<file path="src/design/cgp_map.svh">
// Register offsets, reset values and field sizes of the GPIO port block.
// Assumes byte addresses on an 8-bit register port with 32-bit data.
`ifndef CGP_MAP_SVH
`define CGP_MAP_SVH

`define CGP_PORTS         3
`define CGP_PINS          24
`define CGP_PORT_STRIDE   8'h20
`define CGP_NO_PORT       2'd3
`define CGP_T2_A_CH1      5'd0
`define CGP_T2_A_CH2      5'd3
`define CGP_T2_A_CH3      5'd1
`define CGP_T2_A_CH4      5'd2
`define CGP_T2_B_CH1      5'd9
`define CGP_T2_B_CH2      5'd10
`define CGP_T2_B_CH3      5'd11
`define CGP_T2_B_CH4      5'd12
`define CGP_OFF_CFG_LO    8'h00
`define CGP_OFF_CFG_HI    8'h04
`define CGP_OFF_LEVEL     8'h08
`define CGP_OFF_OUT       8'h0c
`define CGP_OFF_SET       8'h10
`define CGP_OFF_CLR       8'h14
`define CGP_OFF_WAKE      8'h18
`define CGP_OFF_T2_OPT    8'h60
`define CGP_OFF_T2_EN     8'h64
`define CGP_OFF_IRQ_STAT  8'h68
`define CGP_OFF_IRQ_MASK  8'h6c
`define CGP_CFG_RESET     16'h4444
`define CGP_T2_OPT_LSB    4
`define CGP_T2_OPT_BITS   4

`endif

</file>
<file path="src/design/cgp_pkg.sv">
// Types shared by the GPIO port block: pin modes.
// Assumes the map header carries all numeric offsets.
package cgp_pkg;

	typedef enum logic [3:0] {
		CGP_ANALOG    = 4'b0000,
		CGP_IN_FLOAT  = 4'b0100,
		CGP_IN_PULL   = 4'b1000,
		CGP_OUT_PP    = 4'b0001,
		CGP_OUT_OD    = 4'b0101,
		CGP_ALT_PP    = 4'b1001,
		CGP_ALT_OD    = 4'b1101
	} cgp_mode_e;

	typedef logic [3:0] cgp_nib_t;

endpackage

</file>
<file path="src/design/cgp_pad_ctl.sv">
// Per-pin pad control: decodes a 4-bit mode into drive and pull controls.
// Assumes the caller registers every output before it reaches a pad.
`timescale 1ns/1ps
`default_nettype none
module cgp_pad_ctl (
	input  wire logic           mode_i,
	input  wire cgp_pkg::cgp_nib_t mode_val_i,
	input  wire logic           out_bit_i,
	input  wire logic           alt_bit_i,
	output logic                drive_o,
	output logic                oe_o,
	output logic                pull_up_o,
	output logic                pull_down_o,
	output logic                analog_o
);
	import cgp_pkg::*;

	always_comb begin
		drive_o     = 1'b0;
		oe_o        = 1'b0;
		pull_up_o   = 1'b0;
		pull_down_o = 1'b0;
		analog_o    = 1'b0;
		case (mode_val_i)
			CGP_ANALOG: begin
				analog_o = mode_i;
			end
			CGP_IN_FLOAT: begin
				oe_o = 1'b0;
			end
			CGP_IN_PULL: begin
				pull_up_o   = out_bit_i;
				pull_down_o = ~out_bit_i;
			end
			CGP_OUT_PP: begin
				drive_o = out_bit_i;
				oe_o    = 1'b1;
			end
			CGP_OUT_OD: begin
				// Open drain only ever pulls low
				oe_o = ~out_bit_i;
			end
			CGP_ALT_PP: begin
				drive_o = alt_bit_i;
				oe_o    = 1'b1;
			end
			CGP_ALT_OD: begin
				oe_o = ~alt_bit_i;
			end
			default: begin
				oe_o = 1'b0;
			end
		endcase
	end

endmodule // cgp_pad_ctl
`default_nettype wire

</file>
<file path="src/design/cgp_ports.sv">
// Three eight-pin GPIO ports with mode control, wake and timer 2 steering.
// Assumes software on a simple strobe port and peripherals on one clock.
`timescale 1ns/1ps
`default_nettype none
`include "cgp_map.svh"
module cgp_ports (
	input  wire logic        core_clk_i,
	input  wire logic        rst_i,
	input  wire logic [7:0]  reg_addr_i,
	input  wire logic [31:0] reg_wdata_i,
	input  wire logic        reg_wr_i,
	input  wire logic        reg_rd_i,
	output logic      [31:0] reg_rdata_o,
	input  wire logic [23:0] pin_i,
	output logic      [23:0] pin_o,
	output logic      [23:0] pin_oe_o,
	output logic      [23:0] pull_up_o,
	output logic      [23:0] pull_down_o,
	output logic      [23:0] analog_en_o,
	output logic      [23:0] alt_in_o,
	input  wire logic [23:0] serial_alt_out_i,
	input  wire logic [23:0] serial_alt_present_i,
	input  wire logic        timer2_channel1_out_i,
	input  wire logic        timer2_channel2_out_i,
	input  wire logic        timer2_channel3_out_i,
	input  wire logic        timer2_channel4_out_i,
	output logic             wake_o,
	output logic             irq_o
);
	import cgp_pkg::*;

	typedef struct packed {
		logic [2:0][15:0] cfg_lo;
		logic [2:0][15:0] cfg_hi;
		logic [2:0][7:0]  out_lvl;
		logic [2:0][7:0]  wake_sel;
		logic [3:0]       t2_opt;
		logic [3:0]       t2_en;
		logic [23:0]      irq_stat;
		logic [23:0]      irq_mask;
		logic [23:0]      sync1;
		logic [23:0]      sync2;
		logic [23:0]      level;
		logic [31:0]      rdata;
		logic [23:0]      drv;
		logic [23:0]      oe;
		logic [23:0]      pu;
		logic [23:0]      pd;
		logic [23:0]      ana;
		logic             wake;
	} cgp_state_s;

	cgp_state_s st_reg;
	cgp_state_s st_next;

	logic [23:0] out_flat;
	logic [23:0] alt_val;
	logic [23:0] t2_hit;
	logic [23:0] t2_val;
	logic [3:0]  t2_ch;
	logic [23:0] pad_drv;
	logic [23:0] pad_oe;
	logic [23:0] pad_pu;
	logic [23:0] pad_pd;
	logic [23:0] pad_ana;
	logic [23:0] wake_flat;

	// Port index of an address, or 3 when it is outside the port window
	function automatic logic [1:0] port_of(input logic [7:0] a);
		logic [1:0] p;
		p = `CGP_NO_PORT;
		if (a < `CGP_PORT_STRIDE) begin
			p = 2'd0;
		end else if (a < 8'(2 * `CGP_PORT_STRIDE)) begin
			p = 2'd1;
		end else if (a < 8'(3 * `CGP_PORT_STRIDE)) begin
			p = 2'd2;
		end
		return p;
	endfunction

	// Offset of an address inside its port window
	function automatic logic [7:0] off_of(input logic [7:0] a);
		return a & 8'(`CGP_PORT_STRIDE - 8'h01);
	endfunction

	// Read word of a per-port register; write-only offsets read zero
	function automatic logic [31:0] port_rd(input cgp_state_s s,
	                                        input logic [1:0]  p,
	                                        input logic [7:0]  o);
		logic [31:0] w;
		w = 32'h00000000;
		if (o == `CGP_OFF_CFG_LO) begin
			w = {16'h0000, s.cfg_lo[p]};
		end else if (o == `CGP_OFF_CFG_HI) begin
			w = {16'h0000, s.cfg_hi[p]};
		end else if (o == `CGP_OFF_LEVEL) begin
			w = {24'h000000, s.level[p*8 +: 8]};
		end else if (o == `CGP_OFF_OUT) begin
			w = {24'h000000, s.out_lvl[p]};
		end else if (o == `CGP_OFF_WAKE) begin
			w = {24'h000000, s.wake_sel[p]};
		end
		return w;
	endfunction

	// Read word of a block-wide register; unmapped addresses read zero
	function automatic logic [31:0] glob_rd(input cgp_state_s s,
	                                        input logic [7:0]  a);
		logic [31:0] w;
		w = 32'h00000000;
		if (a == `CGP_OFF_T2_OPT) begin
			w = {24'h000000, s.t2_opt, 4'h0};
		end else if (a == `CGP_OFF_T2_EN) begin
			w = {28'h0000000, s.t2_en};
		end else if (a == `CGP_OFF_IRQ_STAT) begin
			w = {8'h00, s.irq_stat};
		end else if (a == `CGP_OFF_IRQ_MASK) begin
			w = {8'h00, s.irq_mask};
		end
		return w;
	endfunction

	// Pin index steered from timer 2 channel c by option bit sel
	function automatic logic [4:0] t2_pin(input logic [1:0] c,
	                                      input logic sel);
		logic [4:0] p;
		p = `CGP_T2_A_CH1;
		if (sel && c == 2'd0) begin
			p = `CGP_T2_B_CH1;
		end else if (sel && c == 2'd1) begin
			p = `CGP_T2_B_CH2;
		end else if (sel && c == 2'd2) begin
			p = `CGP_T2_B_CH3;
		end else if (sel) begin
			p = `CGP_T2_B_CH4;
		end else if (c == 2'd0) begin
			p = `CGP_T2_A_CH1;
		end else if (c == 2'd1) begin
			p = `CGP_T2_A_CH2;
		end else if (c == 2'd2) begin
			p = `CGP_T2_A_CH3;
		end else begin
			p = `CGP_T2_A_CH4;
		end
		return p;
	endfunction

	// Mode nibble of pin b from its port's low and high mode words
	function automatic cgp_nib_t mode_of(input logic [15:0] lo_w,
	                                     input logic [15:0] hi_w,
	                                     input logic [2:0]  b);
		cgp_nib_t n;
		if (b[2]) begin
			n = hi_w[b[1:0]*4 +: 4];
		end else begin
			n = lo_w[b[1:0]*4 +: 4];
		end
		return n;
	endfunction

	// New output byte after a write to OUT, SET or CLR
	function automatic logic [7:0] out_upd(input logic [7:0] cur,
	                                       input logic [7:0] off,
	                                       input logic [7:0] d);
		logic [7:0] r;
		r = cur;
		if (off == `CGP_OFF_OUT) begin
			r = d;
		end else if (off == `CGP_OFF_SET) begin
			r = cur | d;
		end else if (off == `CGP_OFF_CLR) begin
			r = cur & ~d;
		end
		return r;
	endfunction

	assign out_flat = {st_reg.out_lvl[2], st_reg.out_lvl[1],
	                   st_reg.out_lvl[0]};
	assign t2_ch = {timer2_channel4_out_i, timer2_channel3_out_i,
	                timer2_channel2_out_i, timer2_channel1_out_i};
	assign wake_flat = {st_reg.wake_sel[2], st_reg.wake_sel[1],
	                    st_reg.wake_sel[0]};

	// Timer 2 claims its routed pins only while its channel is enabled
	// Channels land on distinct pins, so no two claims collide
	always_comb begin
		t2_hit = 24'h000000;
		t2_val = 24'h000000;
		for (int c = 0; c < 4; c++) begin
			if (st_reg.t2_en[c]) begin
				t2_hit[t2_pin(2'(c), st_reg.t2_opt[c])] = 1'b1;
				t2_val[t2_pin(2'(c), st_reg.t2_opt[c])] = t2_ch[c];
			end
		end
	end

	// Priority: timer 2, then serial controller, else zero
	always_comb begin
		for (int i = 0; i < `CGP_PINS; i++) begin
			if (t2_hit[i]) begin
				alt_val[i] = t2_val[i];
			end else if (serial_alt_present_i[i]) begin
				alt_val[i] = serial_alt_out_i[i];
			end else begin
				alt_val[i] = 1'b0;
			end
		end
	end

	genvar g;
	generate
		for (g = 0; g < `CGP_PINS; g++) begin : g_pad
			localparam int PRT = g / 8;
			localparam int BIT = g % 8;
			cgp_nib_t mode_val;
			assign mode_val = mode_of(st_reg.cfg_lo[PRT], st_reg.cfg_hi[PRT],
			                          3'(BIT));
			cgp_pad_ctl u_pad (
				.mode_i      (1'b1),
				.mode_val_i  (mode_val),
				.out_bit_i   (out_flat[g]),
				.alt_bit_i   (alt_val[g]),
				.drive_o     (pad_drv[g]),
				.oe_o        (pad_oe[g]),
				.pull_up_o   (pad_pu[g]),
				.pull_down_o (pad_pd[g]),
				.analog_o    (pad_ana[g])
			);
		end
	endgenerate

	always_comb begin
		logic [1:0]  p;
		logic [7:0]  o;
		logic [23:0] chg;
		st_next = st_reg;
		p   = port_of(reg_addr_i);
		o   = off_of(reg_addr_i);
		chg = 24'h000000;

		// Pin inputs cross in through two flops
		st_next.sync1 = pin_i;
		st_next.sync2 = st_reg.sync1;
		// Analog pins see a high input everywhere downstream
		st_next.level = st_reg.sync2 | st_reg.ana;

		// Level changes on wake-selected pins
		// Only selected pins, so idle pins cannot wake the core
		chg = (st_reg.level ^ st_next.level) & wake_flat;
		st_next.wake = |chg;

		// Pad controls registered so pins never glitch
		st_next.drv = pad_drv;
		st_next.oe  = pad_oe & ~pad_ana;
		st_next.pu  = pad_pu;
		st_next.pd  = pad_pd;
		st_next.ana = pad_ana;

		st_next.rdata = 32'h00000000;
		if (reg_wr_i) begin
			if (p != `CGP_NO_PORT) begin
				if (o == `CGP_OFF_CFG_LO) begin
					st_next.cfg_lo[p] = reg_wdata_i[15:0];
				end else if (o == `CGP_OFF_CFG_HI) begin
					st_next.cfg_hi[p] = reg_wdata_i[15:0];
				end else if (o == `CGP_OFF_OUT || o == `CGP_OFF_SET ||
				             o == `CGP_OFF_CLR) begin
					// One update per write keeps set and clear atomic
					st_next.out_lvl[p] = out_upd(st_reg.out_lvl[p], o,
					                             reg_wdata_i[7:0]);
				end else if (o == `CGP_OFF_WAKE) begin
					st_next.wake_sel[p] = reg_wdata_i[7:0];
				end
			end else if (reg_addr_i == `CGP_OFF_T2_OPT) begin
				st_next.t2_opt = reg_wdata_i[`CGP_T2_OPT_LSB +:
				                             `CGP_T2_OPT_BITS];
			end else if (reg_addr_i == `CGP_OFF_T2_EN) begin
				st_next.t2_en = reg_wdata_i[3:0];
			end else if (reg_addr_i == `CGP_OFF_IRQ_STAT) begin
				st_next.irq_stat = st_reg.irq_stat & ~reg_wdata_i[23:0];
			end else if (reg_addr_i == `CGP_OFF_IRQ_MASK) begin
				st_next.irq_mask = reg_wdata_i[23:0];
			end
		end
		// A fresh change outranks a clear in the same cycle
		st_next.irq_stat = st_next.irq_stat | chg;

		// Read data stand one cycle only, zero otherwise
		if (reg_rd_i) begin
			if (p != `CGP_NO_PORT) begin
				st_next.rdata = port_rd(st_reg, p, o);
			end else begin
				st_next.rdata = glob_rd(st_reg, reg_addr_i);
			end
		end
	end

	// Mode fields leave reset as inputs so no pin fights the board
	always_ff @(posedge core_clk_i) begin
		if (rst_i) begin
			st_reg          <= '0;
			for (int k = 0; k < `CGP_PORTS; k++) begin
				st_reg.cfg_lo[k] <= `CGP_CFG_RESET;
				st_reg.cfg_hi[k] <= `CGP_CFG_RESET;
			end
		end else begin
			st_reg <= st_next;
		end
	end

	assign reg_rdata_o = st_reg.rdata;
	// Open drain drive value is always low
	assign pin_o       = st_reg.drv;
	assign pin_oe_o    = st_reg.oe;
	assign pull_up_o   = st_reg.pu;
	assign pull_down_o = st_reg.pd;
	assign analog_en_o = st_reg.ana;
	assign alt_in_o    = st_reg.level;
	assign wake_o      = st_reg.wake;
	// Level, not pulse, so a late handler still sees the request
	assign irq_o       = |(st_reg.irq_stat & st_reg.irq_mask);

endmodule // cgp_ports
`default_nettype wire

</file>
<file path="config.mk">
export PLATFORM = sky130hd
export DESIGN_NAME = cgp_ports
export DESIGN_NICKNAME = d
export VERILOG_FILES = /design/src/design/cgp_pkg.sv /design/src/design/cgp_pad_ctl.sv /design/src/design/cgp_ports.sv
export VERILOG_INCLUDE_DIRS = /design/src /design/src/design
export SDC_FILE = /design/constraint.sdc
export NUM_CORES = 1
export LEC_CHECK = 0
export ABC_AREA = 1
export BUFFER_PORTS_ARGS = -buffer_cell sky130_fd_sc_hd__buf_2
export CAP_MARGIN = 10
export CORE_ASPECT_RATIO = 2
export CORE_MARGIN = 10
export CORE_UTILIZATION = 56
export CTS_BUF_LIST = sky130_fd_sc_hd__clkbuf_8 sky130_fd_sc_hd__clkbuf_16
export CTS_CLUSTER_SIZE = 40
export DETAILED_ROUTE_END_ITERATION = 6
export PLACE_DENSITY = 0.79
export SYNTH_ARGS = -nofsm -noshare
export SYNTH_HDL_FRONTEND = slang
export SYNTH_SLANG_ARGS = --single-unit
</file>
<file path="constraint.sdc">
create_clock -name core_clk_i -period 1.7 [get_ports core_clk_i]
set_clock_uncertainty 0.15 [all_clocks]
set_input_delay 0.085 -clock core_clk_i [delete_from_list [all_inputs] [get_ports core_clk_i]]
set_output_delay 0.085 -clock core_clk_i [all_outputs]
set_load 0.02 [all_outputs]
</file>
After elaboration in Yosys (flattened, before gate mapping)
Cells that the tools add are included.
W data, S select, Z words.

storage, ports and cells
  input port bits = 120
  logic and storage cells = 594
  register bits = 425
  output and inout port bits = 178

operators by class
  equal/unequal tests = 131
  magnitude comparators = 13
  shifts and indexed selects = 1
  bitwise logic cells = 96
  multiplexer cells = 191
  reductions and logical operators = 90

operators by type and width
  cell                  number
  $mux W24              15
  $eq A4 B4 Y1 const B  72
  $mux W48              4
  $and A24 B24 Y24      5
  $bwmux W24            5
  $or A24 B24 Y24       5
  $mux W8               14
  $reduce_or A2 Y1      49
  $bwmux W48            2
  $eq A4 B1 Y1 const B  24
  $eq A4 B3 Y1 const B  24
  $logic_not A4 Y1      24
  $mux W16              5
  $not A1 Y1            80
  $mux W1               77
  $pmux W1 S3           24
  $bmux W16 S2          2
  $not A24 Y24          2
  $pmux W1 S2           24
  $reduce_or A24 Y1     2
  $bmux W8 S2           2
  $demux W16 S2         1
  $eq A8 B7 Y1 const B  4
  $mux W32              1
  other kinds (27)      55

Longest topological paths before layout
Gate-level depths: netlist (run 1).

  depth after elaboration = 18
  mapped depth = 13
  depth with buffers taken out = 11

Modules after synthesis
Synthesis (run 1) repeated with hierarchy kept, for this count alone.

unflattened totals
  cells, all modules = 2734
  area total of the unflattened synthesis = 19319.8 µm²

by module, submodules not included
  module       area each (µm²)  cells an instance  times used  seq. area each (µm²)
  cgp_ports    17367.9          2326               1           8348.0
  cgp_pad_ctl  81.3             17                 24          0.0

Worst setup path before layout (run 1)
No wires, ideal clock.

  path type = input port to flip-flop
  start = input reg_addr_i[4]
  end = register st_reg, in the netlist out_flat[18]
  arrival time = 1222 ps
  buffers on the path = 2
  data required time = 1437 ps
  stages = 8
  library setup time = 113 ps
  slack = 214 ps
  cell sequence = buf_4 > nor3_4 > a21oi_2 > nand2_2 > nand3_2 > buf_6 > nor2_1 > nor2_1

on the way
  longest elaborated chain between the ends = 16
  elaborated cells on any way between the ends = 35
  those cells by class = order compare: 5; eq/ne: 5; mux: 16; bitwise: 4; reduce/logical: 5

RTL lines
  item                           RTL line          source
  from (decl)                    cgp_ports.sv:9    input wire logic [7:0] reg_addr_i,
  $lt A8 B7 Y1                   cgp_ports.sv:76   end else if (a < 8'(3 * `CGP_PORT_STRIDE)) begin
  $mux W1                        cgp_ports.sv:76
  $mux W2                        cgp_ports.sv:74   end else if (a < 8'(2 * `CGP_PORT_STRIDE)) begin
  $mux W2                        cgp_ports.sv:72   if (a < `CGP_PORT_STRIDE) begin
  $bmux W8 S2                    cgp_ports.sv:270  st_next.out_lvl[p] = out_upd(st_reg.out_lvl[p], o,
  $mux W8 (not written as such)  cgp_ports.sv:270
  $and A8 B8 Y8                  cgp_ports.sv:173  r = cur & ~d;
  $mux W8                        cgp_ports.sv:172  end else if (off == `CGP_OFF_CLR) begin
  $mux W8                        cgp_ports.sv:170  end else if (off == `CGP_OFF_SET) begin
  $mux W8                        cgp_ports.sv:168  if (off == `CGP_OFF_OUT) begin
  $mux W8                        cgp_ports.sv:267  end else if (o == `CGP_OFF_OUT || o == `CGP_OFF_SET ||
  $mux W8                        cgp_ports.sv:265  end else if (o == `CGP_OFF_CFG_HI) begin
  $mux W8                        cgp_ports.sv:263  if (o == `CGP_OFF_CFG_LO) begin
  $mux W8                        cgp_ports.sv:262  if (p != `CGP_NO_PORT) begin
  $mux W8                        cgp_ports.sv:261  if (reg_wr_i) begin
  $bwmux W24                     cgp_ports.sv:270
  to (signal assigned)           cgp_ports.sv:308  st_reg <= st_next;
  to (decl)                      cgp_ports.sv:53   cgp_state_s st_reg;

Parallel ways exist; a longest one is shown, timed or not. The select of a mux whose other input is x is not followed.
A chain may end at the register's enable or synchronous reset.

Worst setup path in the final report (run 1)
  start = register st_reg[253] in the netlist's numbering
  end = output irq_o

on the way
  longest elaborated chain between the ends = 2

RTL lines
  item               RTL line          source
  $and A24 B24 Y24   cgp_ports.sv:322  assign irq_o = |(st_reg.irq_stat & st_reg.irq_mask);
  $reduce_or A24 Y1  cgp_ports.sv:322
  to (decl)          cgp_ports.sv:28   output logic irq_o

No other way between the ends.

==> results.md, run 1 <==
Routing:
- Once detail routing completed, the nets flagged for antenna violations numbered 0.
- The routed wire length per instance is 22.7 microns.
- The total vias in the final route is 17906.
- The final routed wirelength across all metal layers is 72400 microns.
- The violation count after the first detailed-routing iteration is 1592.
- The iteration count of the initial detailed-routing pass is 6.
- In the routed layout, each cell is associated on average with a via count of 5.60.
- For this run, design rule violations remaining after detail routing come to 0.

Setup path:
- The kind of end point of the critical path is an output pin.
- For flop-to-flop paths, the worst setup slack is -30 ps.
- The kind of start point of the critical path is a flop.
- In this run the worst path has a maximum fanout of 2.
- In this run the critical register-to-register path is captured at pin_o[4].
- In this run the critical register-to-register path is launched from out_flat[4].
- The critical path required time is 1460 ps.
- The worst endpoint data arrival time is 1650 ps.
- The critical path is of the reg2out type.
- The number of cells on the worst reg-to-reg path is 4.

Layout:
- At the end of the flow, the number of nets in the layout was 2867.
- The share of layout cells above drive strength 1 is 22.5%.
- The final standard cell area without fillers is 0.0221 sq mm.
- The register with the most flip-flops in the layout has 104 of them.
- The area growth from synthesis to layout is 23.5%.
- The final core utilization is 70.1%.

Power:
- The total power per unit cell area is 884 mW/mm^2.
- In this run the static leakage power is 10.2 nW.
- The worst-case IR drop observed on VDD is 1.03 mV.

Floorplan:
- The floorplan die area is 0.0399 sq mm.
- In this run the horizontal extent of the chip is 146 microns.
- The starting utilization of the core area is 56.7%.
- The die extent in y is 273 microns.
- The floorplan has 92 rows.
- The area of the placeable core is 0.0315 sq mm.
- 298 I/O pins were placed.

Synthesis:
- The synthesized instance count is 2398.
- By area the synthesized netlist is led by sky130_fd_sc_hd__dfxtp_1 47%, sky130_fd_sc_hd__nand2_1 8.7%, sky130_fd_sc_hd__buf_4 7.8%, sky130_fd_sc_hd__nor2_1 6.3%, sky130_fd_sc_hd__nand3_1 5.5%.
- In this run, synthesis inferred 0 flip-flops with an integrated enable.
- Each instance of the synthesized netlist takes up on average 7.46 sq um.
- The post-synthesis cell type with the largest combined area is sky130_fd_sc_hd__dfxtp_1.
- The Yosys step of the flow raised 0 warnings.
- In the synthesized netlist the dominant register cell turns out to be sky130_fd_sc_hd__dfxtp_1.
- The share of synthesized area in the top cell type comes to 46.6%.
- The number of library cell types mapped by synthesis is 36.
- The sequential share of the synthesized area is 46.6%.
- After synthesis, the share of flip-flops with an asynchronous set or reset is 0%.
- The register bit count reported by yosys is 417.
- After synthesis the cells add up to 0.0179 sq mm.

CTS:
- The clock net sink count is 417.
- The TritonCTS clock tree is done.
- The clock-pin slew on the worst setup and hold paths is 70 ps.
- The later pin in the worst-skew pair is clocked with a latency of 550 ps.
- The total clock buffers created by CTS is 37.
- No sink is reached through more buffers than the 3 on the longest clock path.
- The tree is rooted in a sky130_fd_sc_hd__clkbuf_16.
- In this run the number of H-tree levels came out at 2.

STA:
- Derived from the worst setup path, the maximum achievable clock frequency is 530 MHz.
- The final critical path takes up 111% of the cycle.
- The number of endpoints with negative hold slack in the final report is 0.
- In this run the tightest slew margin relative to its limit is 51.9%.
- The worst path in the final design needs a cycle of 1890 ps, including I/O delays and setup.
- The max-slew violation count is 0.
- Once routing completed, OpenROAD measured the worst setup slack at -187 ps.
- The number of endpoints failing setup at the final stage is 2.
- The slew of the pin with the lowest slew margin is 714 ps.
- The tightest hold path in the finished design has a slack of 44.4 ps.
- Setup repair after global routing could not meet its margin everywhere.

Run status:
- The final reports fail on negative setup slack.
- The flow ran to the end, but the final reports show violations.

Placement:
- OpenSTA, run right after detailed placement, puts the worst setup slack at -355 ps.
- The final RePlAce weighted congestion is 1.06.
- Once placement finished, the instance area stood at 0.0198 sq mm.
- The wire-length estimate of the detail-placed layout is 55200 microns.
- Input and output buffers added on the ports amount to 281.

Global route:
- Summed over all layers, the global routing overflow is 0.
- The maximum number of pins on one net before global-route repair is 92.
- The global-route usage over all layers is 34.9%.
- The via count of the first global-routing pass was 18114.
- The number of antenna violations at the first check in global routing is 0.
- The wire length of the first global-routing pass is 107000 microns.

Worst hold path:
- The min-delay analysis places its worst path in the category in2reg.
- The worst hold path begins at serial_alt_present_i[12].
- The cell count of the worst hold path is 6.
- The worst hold path endpoint is pin_o[12].

Flow run:
- Across the run, the number of max-cap violations was 0.
metrics by stage:
stage               cells  power, mW  setup TNS (ps)
finish               3195       19.5            -219
global route         3192       20.0            -335
CTS                  3191       19.6            -242
detailed placement   3028       11.2          -18770
floorplan            2405       10.6               0
global placement     3028       11.2          -14630
timing repair:
item                                   4_1_cts  5_1_grt
setup endpoints to repair                    4       23
resized for setup                           24       36
gates cloned                                 0        0
hold buffers                                99        1
buffers inserted                             3        1
pin swaps                                    5        3
endpoints found under the hold margin      219        1
worst max path at each step:
stage / from / end / slack (ps)
floorplan: reg_addr_i[4] / out_flat[18] / 210
finish: st_reg[253] / irq_o / -190
CTS: st_reg[229] / irq_o / -180
global placement: reg_addr_i[5] / reg_rdata_o[1] / -320
detailed placement: reg_addr_i[7] / reg_rdata_o[5] / -350
global route: st_reg[242] / irq_o / -260
logic make-up after synthesis:
kind of cell | count (synthesis) | synth area share, %
simple gates | 1012 | 24.7
buf+inv | 510 | 14.9
compound gates | 458 | 13.8
flops | 417 | 46.6
other cells | 1 | 0.0210
layout by cell type, fill, tap and decap left out, types with 3 or more instances in the layout:
master,Yosys,final
sky130_fd_sc_hd__conb_1,1,8
sky130_fd_sc_hd__diode_2,0,3
sky130_fd_sc_hd__nor3_4,3,3
sky130_fd_sc_hd__clkbuf_16,0,39
sky130_fd_sc_hd__dfxtp_1,417,395
sky130_fd_sc_hd__nand2_2,7,11
sky130_fd_sc_hd__inv_2,10,14
sky130_fd_sc_hd__nor2_2,5,7
sky130_fd_sc_hd__clkbuf_8,0,7
sky130_fd_sc_hd__buf_2,29,279
sky130_fd_sc_hd__nor4_1,14,13
sky130_fd_sc_hd__nand3_2,6,7
sky130_fd_sc_hd__nand4_1,32,32
sky130_fd_sc_hd__inv_1,223,221
sky130_fd_sc_hd__a21oi_1,186,186
sky130_fd_sc_hd__nand2_1,413,409
sky130_fd_sc_hd__nor3_1,8,7
sky130_fd_sc_hd__o22ai_1,16,16
sky130_fd_sc_hd__nand3_1,198,197
sky130_fd_sc_hd__dfxtp_2,0,20
sky130_fd_sc_hd__dlygate4sd3_1,0,99
sky130_fd_sc_hd__buf_12,0,16
sky130_fd_sc_hd__nor2_4,6,7
sky130_fd_sc_hd__clkinv_2,0,6
sky130_fd_sc_hd__o221ai_1,3,3
sky130_fd_sc_hd__buf_4,185,183
sky130_fd_sc_hd__nor2_1,299,296
sky130_fd_sc_hd__o21ai_0,194,187
sky130_fd_sc_hd__o211ai_1,44,44
sky130_fd_sc_hd__inv_4,0,3
sky130_fd_sc_hd__nor3b_1,19,15
sky130_fd_sc_hd__o21ai_1,4,10
sky130_fd_sc_hd__a21boi_0,3,3
sky130_fd_sc_hd__nor3b_2,0,3
worst max-delay path, stage by stage (launching register included):
cell and delay, ps:
sky130_fd_sc_hd__dfxtp_2 340, sky130_fd_sc_hd__nand2_2 80, sky130_fd_sc_hd__o21ai_4 80, sky130_fd_sc_hd__nor4_1 260, sky130_fd_sc_hd__nand4_1 180, sky130_fd_sc_hd__buf_6 170
final cells by class:
cell class | instances | area [sq um]
multi-input combinational | 1478 | 7020
antenna | 3 | 7.51
inverter | 235 | 890
sequential | 417 | 8380
tap | 423 | 529
clock buffer | 46 | 1070
clock inverter | 15 | 109
timing repair buffer | 578 | 4090
fill | 2619 | 9440
report_power, final:
group	total (mW)	internal (mW)	switching, mW	leakage (nW)
Combinational	1.31	0.506	0.800	6.16
Sequential	9.90	9.84	0.0527	3.38
Clock	8.34	4.62	3.72	0.603
metal layers:
layer  global-route usage (%)  wire (microns)  vias to the layer above
met4                     30.9            7430                        0
met3                     5.81            4740                      299
li1                         -               -                     8324
met1                     34.5           24000                     8299
met2                     61.5           36300                      984
met5                        0               0                        -
synth_stat cells, types with 3 or more instances:
master and n:
sky130_fd_sc_hd__nor2_4 6, sky130_fd_sc_hd__nor3b_1 19, sky130_fd_sc_hd__o211ai_1 44, sky130_fd_sc_hd__nand2_1 413, sky130_fd_sc_hd__buf_4 185, sky130_fd_sc_hd__nor4_1 14
sky130_fd_sc_hd__inv_1 223, sky130_fd_sc_hd__nand4_1 32, sky130_fd_sc_hd__o221ai_1 3, sky130_fd_sc_hd__a21oi_1 186, sky130_fd_sc_hd__o21ai_1 4, sky130_fd_sc_hd__nor2_1 299
sky130_fd_sc_hd__nand3_1 198, sky130_fd_sc_hd__nand2_2 7, sky130_fd_sc_hd__o22ai_1 16, sky130_fd_sc_hd__a21boi_0 3, sky130_fd_sc_hd__nand3_2 6, sky130_fd_sc_hd__o21ai_0 194
sky130_fd_sc_hd__nor3_1 8, sky130_fd_sc_hd__nor3_4 3, sky130_fd_sc_hd__buf_1 5, sky130_fd_sc_hd__clkbuf_1 54, sky130_fd_sc_hd__inv_2 10, sky130_fd_sc_hd__dfxtp_1 417
sky130_fd_sc_hd__buf_2 29, sky130_fd_sc_hd__nor2_2 5
Power figures use the tool's default switching activity.
==> inputs of run 2 (changes only) <==
clock period = 2 ns   (was 1.7 ns; I/O delays follow)
==> run 2 against run 1 <==
The run still ends with negative setup slack left. Critical path depth increased by 2. Global-route usage decreased by 1.3 points. First-iteration DRC count down 16%. Cell area fell by 2.3%. Clock power is 7.7% lower. Sequential share of layout area is 0.76 points higher. Via count is 2.4% lower. Sequential power down 15%. Clock-buffer cell count is the same. Largest cell class unchanged. Highest routed layer is now met5.
==> results.md, run 2 (synthesized netlist as in run 1, its figures left out) <==
Setup path:
- For the worst setup path, the data arrival time is 2340 ps.
- STA classifies the critical path endpoint as a flop.
- Walking the worst path, the cells encountered are nand2_1, nand3_1, dlygate4sd3_1, o21ai_0, nand2_1, o21ai_0, nor3b_2.
- The worst setup path is of the reg2reg kind.
- On the critical path, the stage with the largest delay is an instance of sky130_fd_sc_hd__dlygate4sd3_1.
- The maximum single-stage delay on the critical path is 570 ps.
- The critical path required time is 2310 ps.
- Along the worst path, the maximum fanout reaches 4.
- The kind of start point of the critical path is a flop.

Floorplan:
- Row generation in the floorplan step produced 92 rows.
- The floorplan die area is 0.0399 sq mm.
- The die is 146 microns wide.
- 298 I/O pins were placed.
- The core region is 0.0315 sq mm.
- The starting utilization of the core area is 56.7%.
- From bottom edge to top edge, the die measures 273 microns.

Power:
- The worst-case IR drop observed on VDD is 0.852 mV.
- In this run the static leakage power is 9.79 nW.
- The final total power is 17.2 mW.
- For this design the ratio of total power to cell area is 795 mW/mm^2.

STA:
- The number of endpoints with negative hold slack in the final report is 0.
- Setup violations remaining at the end of the flow were counted as 1.
- The max-slew violation count is 0.
- The worst slack on hold paths is 21.6 ps.
- The total negative setup slack is -29.3 ps.
- The final setup slack of the worst path is -29.3 ps.
- The slew of the pin with the lowest slew margin is 777 ps.
- After layout, the minimum clock period comes to 2030 ps.
- Measured against its own limit, the worst slew margin works out to 47.7%.
- After layout, the worst path uses 101% of the clock period.
- Setup repair after global routing could not meet its margin everywhere.
- Derived from the worst setup path, the maximum achievable clock frequency is 493 MHz.

Routing:
- The final routed wirelength across all metal layers is 69500 microns.
- The final route contains 17481 vias.
- The violation count after the first detailed-routing iteration is 1340.
- The count of nets left with antenna violations once routing finished came out at 0.
- Using the TritonRoute via totals, the vias-per-cell ratio works out to 5.59.
- The routed wire length per instance is 22.2 microns.
- The post-detailed-route DRC marker count is 0.
- The iteration count of the initial detailed-routing pass is 7.

CTS:
- Clock tree synthesis inserted a total of 38 buffers.
- The clock-pin slew on the worst setup and hold paths is 70 ps.
- The clock tree synthesis step divided the H-tree into 2 levels.
- The TritonCTS clock tree is done.
- The clock tree root buffer cell is sky130_fd_sc_hd__clkbuf_16.
- Counting along the longest clock path gives a buffer depth of 3.
- After clock tree synthesis, the setup repair step added 0 buffers.
- The tree built by TritonCTS fans out to 417 sinks.
- The insertion delay of the later-clocked pin in the worst-skew pair is 550 ps.

Global route:
- The maximum number of pins on one net before global-route repair is 69.
- The via count of the first global-routing pass is 17513.
- The total overflow left after global routing is 0.
- Across every metal layer, demand over resource in global routing totals 33.6%.
- The wire length of the first global-routing pass is 103000 microns.
- The number of antenna violations at the first check in global routing is 3.

Layout:
- The total inserted antenna cells is 0.
- The top cell types in the final layout, fill and taps aside, are 413 x sky130_fd_sc_hd__dfxtp_1, 412 x sky130_fd_sc_hd__nand2_1, 296 x sky130_fd_sc_hd__nor2_1.
- The commonest non-fill, non-tap cell in the layout is sky130_fd_sc_hd__dfxtp_1.
- The final net count is 2795.
- Compared with the post-synthesis result, the final layout area differs by 20.7%.
- The flip-flop count of the largest register, all copies and words added is 104.
- The share of layout cells above drive strength 1 is 19.3%.
- The count of fill cells added during filler insertion is 2659.

Worst hold path:
- In this run the worst hold path is classified as in2reg.

Placement:
- The post-placement setup slack is -51.5 ps.
- The final RePlAce weighted congestion is 1.05.
- The placed wire-length estimate after detailed placement is 52300 microns.
- The count of input and output buffers is 281.

Run status:
- The run finished, with violations left.
- The checks that failed: negative setup slack.

Flow run:
- Across the run, the number of max-cap violations was 0.
## run 2: worst paths after layout
path,startpoint,slack [ps],end,cells after the start
worst max-delay path,st_reg[278],-30,pin_o[10],7
worst min-delay path,reg_wr_i,20,g_pad[10].mode_val[1],4
worst max register to register,st_reg[278],-30,pin_o[10],7
worst min register to register,st_next[186],250,st_reg[186],2
## run 2: power by group
part / leakage, nW / switching, mW / internal [mW] / total (mW)
registers: 3.37 / 0.0431 / 8.37 / 8.41
clock network: 0.665 / 3.28 / 4.42 / 7.70
logic: 5.75 / 0.670 / 0.392 / 1.06
total: 9.79 / 3.99 / 13.2 / 17.2
## run 2: critical path, delay by kind of cell, from the launching register on
family	cells	cell delay, ps
buf+inv	1	570
flops	1	380
compound gates	2	270
simple gates	4	570
## run 2: metal layers
metal / global-route usage (%) / part of all wire (%) / up-vias
li1: - / - / 8182
met1: 32.9 / 33 / 8083
met2: 58.6 / 49 / 907
met3: 6.14 / 6.7 / 305
met4: 31.1 / 11 / 4
met5: 0 / 0.039 / -
## run 2: metrics by stage
stage / cells / util (%) / area [sq um]
final: 3126 / 68.5 / 21600
after global routing: 3126 / 68.5 / 21600
after CTS: 3126 / 68.4 / 21600
after detailed placement: 2954 / 60.8 / 19200
after global placement: 2954 / 60.8 / 19200
after floorplan: 2405 / - / 17900
## run 2: layout make-up
class | instances | area [sq um] | area share, %
Timing Repair Buffer | 505 | 3540 | 16.4
Sequential cell | 417 | 8350 | 38.7
Clock inverter | 22 | 218 | 1.01
Tap cell | 423 | 529 | 2.45
Multi-Input combinational cell | 1478 | 6970 | 32.3
Inverter | 235 | 885 | 4.10
Clock buffer | 46 | 1090 | 5.07
## run 2: repair_timing
item / 4_1_cts / 5_1_grt
endpoints found under the setup margin: 1 / 6
hold endpoints to repair: 265 / 0
hold buffers: 104 / 0
gates resized for setup: 7 / 14
gates cloned: 0 / 0
pin swaps: 1 / 3
==> inputs of run 3 (changes only) <==
BUFFER_PORTS_ARGS = not set   (was -buffer_cell sky130_fd_sc_hd__buf_2)
CORE_UTILIZATION = 57   (was 56)
DONT_BUFFER_PORTS = 1   (was not set)
PLACE_DENSITY = 0.72   (was 0.79)
SETUP_SLACK_MARGIN = 0.15   (was not set)
==> run 3 against run 2 <==
Highest routed layer unchanged. Critical path depth is 2 lower. The flow finishes with violations (negative hold slack). Critical path type is now reg2out. Fmax is 3.1% higher. Clock-buffer cell count is 1 lower. Global-route usage is 1.3 points higher. Critical endpoint is now irq_o. Utilization is 0.65 points higher. Worst setup slack better by 60 ps.
==> results.md, run 3 (synthesized netlist as in run 1, its figures left out) <==
Setup path:
- Of all nets on the critical path, the largest fanout is 2.
- The family with the most delay on the worst path is compound AO/OA/AOI/OAI gates.
- The number of buffer and inverter instances along the worst setup path is 2.
- The maximum single-stage delay on the critical path is 340 ps.
- The slowest stage of the critical path is the sky130_fd_sc_hd__dfxtp_2 cell.
- STA classifies the critical path endpoint as an output pin.
- At the worst endpoint, the required time is 1750 ps.
- The critical path class is reg2out.
- The number of cells on the worst reg-to-reg path is 7.
- The critical path runs through a total of 5 cells.
- STA puts the critical path data arrival time at 1720 ps.
- The worst setup path is launched from a flop.
- The signal on the critical path passes through inv_2, o22ai_4, a221oi_4, nand4_1, buf_6.

Routing:
- In this run the remaining antenna-violating nets after routing total 0.
- The total vias in the final route is 17078.
- After detailed routing, the number of remaining DRC violations is 0.
- Wires add up to 72200 microns.
- After detailed routing, the average wire length per cell comes to 24.4 microns.
- The via density per instance is 5.77.
- The first routing iteration left 1413 violations.
- The first detailed-routing pass ran for 5 iterations.

STA:
- The final critical path time including I/O delays and setup is 1970 ps.
- At the pin with the least slew margin, the transition time is 1180 ps.
- The maximum achievable frequency is 508 MHz.
- Measured against its own limit, the worst slew margin works out to 21.4%.
- The total negative setup slack is 0 ps.
- Of the available clock period, the critical path in the final layout requires 98.4%.
- Setup repair after global routing could not meet its margin everywhere.
- Setup violations remaining at the end of the flow were counted as 0.
- The worst slack on hold paths is -17.7 ps.
- The max-slew violation count came to 0.
- Setup slack closes at 31.0 ps.
- The number of endpoints with negative hold slack in the final report is 1.

Floorplan:
- The die extent in x is 145 microns.
- In this run the core area contains 91 standard-cell rows.
- The area of the placeable core is 0.0310 sq mm.
- The starting utilization of the core area is 57.8%.
- The die extent in y is 271 microns.
- The number of primary I/O pins is 298.
- The floorplan die area is 0.0393 sq mm.

Placement:
- At the end of routability-driven placement, the weighted congestion stood at 1.02.
- Once placement completed, the tool counted placed cells totaling 2647.
- The post-placement setup slack is 194 ps.
- After legalization and detailed placement, the total HPWL measured 49000 microns.
- The count of input and output buffers is 0.

Layout:
- Excluding fillers, the count of instances in the completed layout stands at 2962.
- The final net count is 2628.
- Summing all multi-input logic gate instances after layout gives 0.00708 sq mm.
- The commonest non-fill, non-tap cell in the layout is sky130_fd_sc_hd__nand2_1.
- From synthesis to final layout, the design area changed by 19.6%.
- The layout has 2526 filler cells.
- The flip-flop count of the largest register, all copies and words added is 104.
- The library cells used most frequently in the layout, excluding fill and tap cells, are 409 x sky130_fd_sc_hd__nand2_1, 399 x sky130_fd_sc_hd__dfxtp_1, 294 x sky130_fd_sc_hd__nor2_1.
- Across the whole layout, storage elements account for 0.00837 sq mm.
- The share of layout cells above drive strength 1 is 10.7%.

Global route:
- The number of antenna violations at the first check in global routing came to 9.
- Summed over all layers, the global routing overflow is 0.
- The most used routing layer in global routing is met2.
- The via count of the first global-routing pass is 16743.
- The global-route usage over all layers is 34.8%.
- For met3 alone, demand over resource in global routing was 8.68%.
- The routing usage on met1 is 33.8%.
- The maximum number of pins on one net before global-route repair is 90.
- For met2 alone, demand over resource in global routing was 58.7%.
- The first global-routing pass estimated 104000 microns of wire.

Flow run:
- Across the run, the number of max-cap violations was 0.

Run status:
- The final reports fail on negative hold slack.
- The flow ran to the end, but the final reports show violations.

CTS:
- The total clock buffers created by CTS is 36.
- The tree is rooted in a sky130_fd_sc_hd__clkbuf_16.
- The maximum buffer depth of the clock tree is 3.
- The insertion delay of the later-clocked pin in the worst-skew pair is 550 ps.
- TritonCTS built the clock tree.
- The clock net in this run drives a total of 417 sinks.
- The clock-pin slew on the worst setup and hold paths is 70 ps.
- The H-tree depth reported by CTS is 2.

Worst hold path:
- The cell count of the worst hold path is 5.
- The tightest min-delay check is of the in2reg type.

Power:
- Summed over all cells, the static leakage comes to 9.08 nW.
- The total power per unit cell area is 780 mW/mm^2.
- VDD sags by at most 1.06 mV.
==> run 3: changes by cell type in the layout (fill, tap and decap cells not counted), moves of 9 or more <==
cell,change
sky130_fd_sc_hd__dfxtp_2,+13
sky130_fd_sc_hd__dlygate4sd3_1,+111
sky130_fd_sc_hd__diode_2,+11
sky130_fd_sc_hd__nand3_2,+9
sky130_fd_sc_hd__inv_1,-9
sky130_fd_sc_hd__dfxtp_1,-14
sky130_fd_sc_hd__buf_2,-279
sky130_fd_sc_hd__nand3_1,-9
==> run 3: final cells by class <==
type / count / area share (%)
Sequential cell: 417 / 39.1
Multi-Input combinational cell: 1478 / 33.1
Timing Repair Buffer: 340 / 15.3
Clock buffer: 45 / 4.84
Inverter: 235 / 4.22
Tap cell: 418 / 2.44
Clock inverter: 18 / 0.923
Antenna cell: 11 / 0.129
==> run 3: what timing repair did <==
action                                 4_1_cts  5_1_grt
buffers inserted                             1       14
endpoints found under the hold margin      375        7
setup endpoints to repair                    1       91
pin swaps                                    3       11
hold buffers                               225        4
gates resized for setup                     17       62
==> run 3: worst reg2reg max path, stage by stage (launching register included) <==
cell                            delay (ps)
sky130_fd_sc_hd__dfxtp_2               340
sky130_fd_sc_hd__nand3_1                90
sky130_fd_sc_hd__dlygate4sd3_1         570
sky130_fd_sc_hd__nand3_1               100
sky130_fd_sc_hd__nand2_1                70
sky130_fd_sc_hd__nand4_1               220
sky130_fd_sc_hd__nor2_1                180
sky130_fd_sc_hd__nor2_1                 60
==> run 3: report_power, final <==
part / internal [mW] / switching (mW) / total (mW)
Sequential: 8.37 / 0.0653 / 8.43
Combinational: 0.324 / 0.572 / 0.896
Clock: 4.20 / 3.17 / 7.37
Total: 12.9 / 3.81 / 16.7
==> run 3: final timing paths <==
check                              from  slack, ps             end
setup / recovery            st_reg[261]         30           irq_o
hold / removal            reg_addr_i[6]        -20  reg_rdata_o[3]
setup reg to reg  g_pad[13].mode_val[2]        120  reg_rdata_o[6]
hold reg to reg            st_next[200]        250     st_reg[200]
==> run 3: metal layers <==
layer,vias to the layer above,share of wire (%)
met1,7909,32
met2,980,48
met3,331,8.3
met5,-,0.018
met4,2,11
li1,7856,-
==> run 3: stage by stage <==
step | utilization [%] | instance area (sq um) | total power, mW | hold slack [ps]
floorplan | - | 17900 | 9.04 | 57.0
global placement | 56.5 | 17500 | 9.12 | 34.8
detailed placement | 56.5 | 17500 | 9.13 | 39.0
CTS | 68.1 | 21100 | 16.7 | -30.2
global route | 69.1 | 21400 | 17.1 | 16.6
finish | 69.1 | 21400 | 16.7 | -17.7
